[config.mk]
export PLATFORM = sky130hd
export DESIGN_NAME = literal_return_and_rotate
export DESIGN_NICKNAME = d
export VERILOG_FILES = /design/src/inc/lit_rot_pkg.sv /design/src/logic/rotate_left_unit.sv /design/src/logic/literal_return_and_rotate.sv
export SDC_FILE = /design/constraint.sdc
export NUM_CORES = 1
export LEC_CHECK = 0
export BUFFER_PORTS_ARGS = -buffer_cell sky130_fd_sc_hd__buf_4
export CAP_MARGIN = 20
export CELL_PAD_IN_SITES_DETAIL_PLACEMENT = 0
export CELL_PAD_IN_SITES_GLOBAL_PLACEMENT = 1
export CORE_MARGIN = 4
export CORE_UTILIZATION = 34
export DETAILED_ROUTE_END_ITERATION = 10
export PLACE_DENSITY = 0.91
export SETUP_SLACK_MARGIN = 0.5
export SLEW_MARGIN = 20
export SYNTH_ARGS = -nofsm -noshare
export SYNTH_HDL_FRONTEND = slang
export SYNTH_SLANG_ARGS = --single-unit
export TNS_END_PERCENT = 50
[constraint.sdc]
create_clock -name clk -period 3.1 [get_ports clk]
set_clock_uncertainty 0.2 [all_clocks]
set_input_delay 0.31 -clock clk [delete_from_list [all_inputs] [get_ports clk]]
set_output_delay 0.31 -clock clk [all_outputs]
set_load 0.02 [all_outputs]
[src/inc/lit_rot_pkg.sv]
// Package for literal return and rotate execution logic
package lit_rot_pkg;
  localparam int          DATA_W       = 8;
  localparam int          FADDR_W      = 7;
  localparam int          PC_W         = 15;
  localparam logic [7:0]  W_RESET      = 8'h00;
  localparam logic [14:0] PC_RESET     = 15'h0000;
  localparam logic        CARRY_RESET  = 1'h0;
  localparam int          RET_CYCLES   = 2;
  localparam int          ROT_CYCLES   = 1;
  localparam logic [6:0]  FADDR_MAX    = 7'h7f;

  typedef enum logic [1:0] {
    OP_NONE   = 2'h0,
    OP_RETLIT = 2'h1,
    OP_ROTL   = 2'h2
  } op_e;

  typedef struct packed {
    op_e        op;
    logic [7:0] literal;
    logic [6:0] faddr;
    logic       dest;
  } instr_s;

  typedef struct packed {
    logic       we;
    logic [6:0] addr;
    logic [7:0] data;
  } file_wr_s;
endpackage

[src/logic/rotate_left_unit.sv]
// Combinational rotate left through carry
`timescale 1ns/1ps
module rotate_left_unit (
  input  wire logic [7:0] operand,
  input  wire logic       carry_in,
  output logic      [7:0] result,
  output logic            carry_out
);
  assign result    = {operand[6:0], carry_in}; // [RQ4]
  assign carry_out = operand[7]; // [RQ4]
endmodule // rotate_left_unit

[src/logic/literal_return_and_rotate.sv]
// Execution logic for return with literal and rotate left through carry
// Notes on behaviour
// RQ1 - Return with literal loads the 8-bit literal into W, flags untouched.
// RQ2 - Return with literal loads the program counter from the stack top.
// RQ3 - Return with literal is one word and takes two instruction cycles.
// RQ4 - Rotate shifts left one; old carry enters bit 0, bit 7 becomes carry.
// RQ5 - Destination 0 sends the rotated result to W, register unchanged.
// RQ6 - Destination 1 writes the rotated result back to the source register.
// RQ7 - Rotate operand selected by 7-bit file address, 0 to 127.
// RQ8 - Returning pops the call stack so the next entry becomes the top.
// RQ9 - Rotate completes in one instruction cycle and is one word.
`timescale 1ns/1ps
module literal_return_and_rotate (
  input  wire logic                 clk,
  input  wire logic                 reset,
  input  wire lit_rot_pkg::instr_s  instr,
  input  wire logic                 instr_valid,
  input  wire logic [14:0]          stack_top,
  input  wire logic [7:0]           file_rdata,
  output logic      [6:0]           file_raddr,
  output lit_rot_pkg::file_wr_s     file_wr,
  output logic                      stack_pop,
  output logic                      busy,
  output logic                      flush,
  output logic      [7:0]           w_reg,
  output logic                      carry,
  output logic      [14:0]          pc
);
  typedef enum logic [1:0] {
    ST_IDLE   = 2'h0,
    ST_REFILL = 2'h1
  } state_e;

  state_e                state_q, state_d;
  logic   [7:0]          w_q, w_d;
  logic                  c_q, c_d;
  logic   [14:0]         pc_q, pc_d;
  lit_rot_pkg::file_wr_s wr_q, wr_d;
  logic                  pop_q, pop_d;
  logic   [7:0]          rot_res;
  logic                  rot_c;
  logic                  take;
  logic                  do_ret;
  logic                  do_rot;

  // Next sequential program counter
  function automatic logic [14:0] pc_inc(input logic [14:0] v);
    return v + 15'h0001;
  endfunction

  assign take       = instr_valid && (state_q == ST_IDLE);
  assign do_ret     = take && (instr.op == lit_rot_pkg::OP_RETLIT);
  assign do_rot     = take && (instr.op == lit_rot_pkg::OP_ROTL);
  assign file_raddr = instr.faddr; // [RQ7]

  rotate_left_unit u_rot (
    .operand   (file_rdata),
    .carry_in  (c_q),
    .result    (rot_res),
    .carry_out (rot_c)
  );

  always_comb begin
    state_d = state_q;
    w_d     = w_q;
    c_d     = c_q;
    pc_d    = pc_q;
    wr_d    = '0;
    pop_d   = 1'h0;
    case (state_q)
      ST_IDLE: begin
        if (do_ret) begin
          w_d     = instr.literal; // [RQ1]
          pc_d    = stack_top; // [RQ2]
          pop_d   = 1'h1; // [RQ8]
          state_d = ST_REFILL; // [RQ3]
        end else if (do_rot) begin
          c_d  = rot_c; // [RQ4]
          pc_d = pc_inc(pc_q); // [RQ9]
          if (!instr.dest) begin
            w_d = rot_res; // [RQ5]
          end else begin
            wr_d.we   = 1'h1; // [RQ6]
            wr_d.addr = instr.faddr; // [RQ6] [RQ7]
            wr_d.data = rot_res;
          end
        end else if (take) begin
          pc_d = pc_inc(pc_q);
        end
      end
      ST_REFILL: begin
        state_d = ST_IDLE; // [RQ3]
      end
      default: begin
        state_d = ST_IDLE;
      end
    endcase
  end

  always_ff @(posedge clk) begin
    if (reset) begin
      state_q <= ST_IDLE;
      w_q     <= lit_rot_pkg::W_RESET;
      c_q     <= lit_rot_pkg::CARRY_RESET;
      pc_q    <= lit_rot_pkg::PC_RESET;
      wr_q    <= '0;
      pop_q   <= 1'h0;
    end else begin
      state_q <= state_d;
      w_q     <= w_d;
      c_q     <= c_d;
      pc_q    <= pc_d;
      wr_q    <= wr_d;
      pop_q   <= pop_d;
    end
  end

  assign w_reg     = w_q;
  assign carry     = c_q;
  assign pc        = pc_q;
  assign file_wr   = wr_q;
  assign stack_pop = pop_q;
  assign busy      = (state_q == ST_REFILL);
  assign flush     = (state_q == ST_REFILL);
endmodule // literal_return_and_rotate

==> results by stage <==
Synthesis:
- Each instance of the synthesized netlist takes up on average ~8.5 um^2.
- The most used flip-flop cell after synthesis is dfxtp_1.
- Sequential elements use 45.25% of the synthesized area.
- The simple-gate portion of the synthesized area is 29.16%.
- Of the total synthesized cell area, the portion taken by full adders, half adders and majority gates is less than 1%.
- After synthesis the cells add up to 0.001858 mm^2.
- In the synthesized netlist the async set-or-reset flop fraction comes to 0%.
- After Yosys synthesis, XOR and XNOR cells account for 0% of the synthesized area.
- After synthesis, the cell types taking the most area are dfxtp_1 (45%), and2_1 (5.1%), nand2_1 (5.1%).
- The synthesized net count is ~260.
- The netlist uses 37 different library cells.
- After synthesis the netlist holds a flip-flop and latch count of between 40 and 50.
- The portion of netlist area occupied by mux cells is under 10%.
- The largest area contributor in the synthesized netlist is dfxtp_1.
- The synthesized netlist devotes around 17% of its cell area to compound gates.
- The share of the synthesized area in the top cell type is between 40% and 50%.
- After synthesis, the largest family of logic cells by area is simple AND/OR/NAND/NOR gates.
- Counting every instance in the synthesized netlist gives ~220.
- The number of synthesized flops with an enable pin is 0.
- During synthesis, Yosys emitted a total of 0 warnings.

Setup path:
- The slowest stage of the critical path belongs to the cell or4_1.
- In this design, the critical path's most frequently occurring cell is or4_1.
- In this run the worst path has a maximum fanout of 6.
- Walking the worst path, the cells encountered are ha_1 -> nand3_2 -> or4_1 -> or4_1 -> a31oi_1.
- Data on the critical path is required at its endpoint by about 3100 ps.
- At the worst endpoint, the arrival time is roughly 2200 ps.
- The critical path contains buffers and inverters numbering 0 combined.
- STA classifies the critical path startpoint as a register.
- For flop-to-flop paths, the worst setup slack is slightly below 900 ps.
- In this design, the largest share of critical-path delay is due to simple AND/OR/NAND/NOR gates.
- The critical path capture point type is a register.
- On the worst path, the slowest cell contributes a delay of about 500 ps.
- The critical path start-end classification is register to register.

CTS:
- After clock tree synthesis, the clock-pin slew on the worst setup and hold paths is around 80 ps.
- The clock latency reported for the late side of the worst-skew pair is approximately 290 ps.
- The post-cts gate resize count is 0.
- The clock sink total is 42.
- The root buffer cell is clkbuf_8.
- The number of H-tree levels is 2.
- The clock tree from TritonCTS is built.
- In this run the deepest clock path goes through 2 buffers.
- The number of clock buffers inserted by TritonCTS is 5.
- The count of hold-fix buffers inserted at cts is 0.
- The number of setup buffers added after CTS is 0.

Power and ir drop:
- The power per unit of standard cell area is 445.7 mW/mm^2.
- Registers are responsible for 48.5% of the overall power.
- Per report_power, the combinational group accounts for 16.1% of the total.
- The relative contribution of the clock network to total power is 35.4%.
- The leakage power of the design is between 0.001 and 0.0015 uW.
- The switching power of the nets is slightly above 300 uW.
- Internal power comes to 893.3 uW.
- The switching part of the total is around 25%.
- The worst-case IR drop observed on VDD is 224.3 uV.

Placement:
- Input and output buffers added on the ports amount to 93.
- The weighted congestion reported at the end of routability-driven placement is ~0.83.
- Once placement completed, the tool counted placed cells totaling approximately 360.
- The post-place setup slack is 915.2 ps.
- The wire-length estimate of the detail-placed layout is a little over 4 mm.

Global route:
- For this run the aggregate overflow at the end of global routing stands at 0.
- The first global-routing pass estimated 8.079 mm of wire.
- The largest net degree at the start of global routing is 28.
- The overall routing resource usage is 15.74%.
- The number of antenna violations at the first check in global routing is 0.
- The number of global-route vias before repair came to around 1.7k.

Outcome:
- The run finished with clean final reports.

Routing:
- The total routed wirelength is about 5.4 mm.
- The sum of met3 wire segment lengths after detailed routing is between 300 and 400 um.
- The DRC marker count from the first detailed-route iteration is 73.
- Signal routing reaches up to met4.
- The final route contains approximately 1.9k vias.
- The DRC violations left is 0.
- Before antenna repair, the detailed router went through 4 iterations.
- The met2 routed wirelength is around 2.7 mm.
- After detailed routing, the wire length on met1 is ~2.2 mm.
- The per-cell via count in the routed design is ~5.
- The average routed wire per standard cell is around 14 um.
- In this run the remaining antenna-violating nets after routing total 0.

Floorplanning:
- From bottom edge to top edge, the die measures between 80 and 90 um.
- The overall die area is 0.006712 mm^2.
- The core box area is 0.005205 mm^2.
- The effective utilization at floorplan is between 30% and 40%.
- The number of standard-cell rows in the floorplan is 26.
- Measured along the x axis, the die boundary spans roughly 82 um.
- During I/O placement, the number of pins put on the boundary was between 90 and 100.

Layout:
- The area growth from synthesis to layout is 44.38%.
- The register with the most flip-flops in the layout has 16 of them.
- The library cells used most frequently in the layout, excluding fill and tap cells, are buf_4 (98), dfxtp_1 (42), nand2_1 (25), nor2_1 (22), and2_1 (15).
- The final cell count without fillers is approximately 370.
- In the final layout, the share of cells above drive strength 1 is between 30% and 40%.
- Leaving out fill and tap cells, the most frequent cell in the layout is buf_4.
- In the final design database the tool counted about 350 nets.
- The repair_antennas step left the layout with diodes totalling 0.

STA:
- Across all setup checks in the final design, the least slack found is between 800 and 900 ps.
- The maximum achievable frequency is between 0.4 and 0.5 GHz.
- The tightest hold margin is 23.53 ps.
- Setup repair after global routing left no endpoint under its margin.
- Setup total negative slack on the finished layout was measured at 0 ps.
- The count of final max-slew check failures was 0.
- Setup violations remaining at the end of the flow were counted as 0.
- The hold violation count in the final report is 0.
- For the pin with the worst max-slew slack, the measured transition is 670.0 ps.
- After layout, the worst path uses a little under three quarters of the clock period.
- The minimum clock period after layout is between 2000 and 2500 ps.
- Headroom to the max-slew limit came out at 55.33%.

Run:
- Max-cap violations in this run came to 0.

Min path:
- The worst hold-check path type is input pin to register.
## cell families after synthesis
family / count (synthesis)
AND/OR/NAND/NOR: 103
adder cells (fa/ha/maj): 1
multiplexers: 2
AO/OA/AOI/OAI: 45
flip-flops: 42
buffers and inverters: 25
## layer usage
layer	global-route usage (%)	vias up
met5	0	-
met4	8.306	0
met3	2.851	7
met2	25.61	55
met1	19.68	859
li1	-	940
## stage by stage
| stage | total power, uW | cell area, um^2 | util [%] |
|---|---|---|---|
| floorplan | 690.2 | 1858 | - |
| global placement | 783.4 | 2572 | 49.42 |
| detailed placement | 785.8 | 2572 | 49.42 |
| CTS | 1216 | 2683 | 51.54 |
| global route | 1249 | 2683 | 51.54 |
| finish | 1196 | 2683 | 51.54 |
## path summary, 6_finish.rpt
check,end,start,depth (start not counted)
max,pc[14],pc[0],5
min,file_wr[8],instr[1],2
max reg2reg,pc[14],pc[0],5
min reg2reg,w_reg[0],w_reg[0],2
## final cells by class
type	instances	area, um^2
inverter	3	11.26
sequential	42	840.8
multi-input combinational	151	897.1
tap	70	87.58
fill	516	2522
clock inverter	2	37.54
timing repair buffer	98	735.7
clock buffer	6	72.57
## power groups by stage
stage / clock, uW / sequential, uW / combinational (uW)
finish: 424 / 579 / 193
CTS: 443 / 579 / 195
global route: 457 / 583 / 209
floorplan: 0 / 612 / 78.4
global placement: 0 / 590 / 193
detailed placement: 0 / 592 / 194
## worst register-to-register path: cells and delay by family (launching register included)
kind | cells | cell delay (ps)
AND/OR/NAND/NOR | 3 | 1090
AO/OA/AOI/OAI | 1 | 160
flip-flops | 1 | 450
adder cells (fa/ha/maj) | 1 | 260
## cell usage after synthesis (2+ instances only)
cell,count
nor2_1,22
a22o_1,3
nor3b_1,2
a211oi_1,2
clkbuf_1,12
nor3_1,6
buf_2,2
a311oi_1,10
o21ai_0,11
nand2_1,25
a31oi_1,4
mux2i_1,2
or4_1,4
a22oi_1,4
and2_0,3
and2_1,15
a32o_1,3
nand2b_1,3
nand3b_1,2
buf_4,8
nor2b_1,3
nand4_1,4
a21oi_1,6
nor4_1,2
dfxtp_1,42
nand3_1,5
inv_1,3
(Power assumes the default switching activity.)
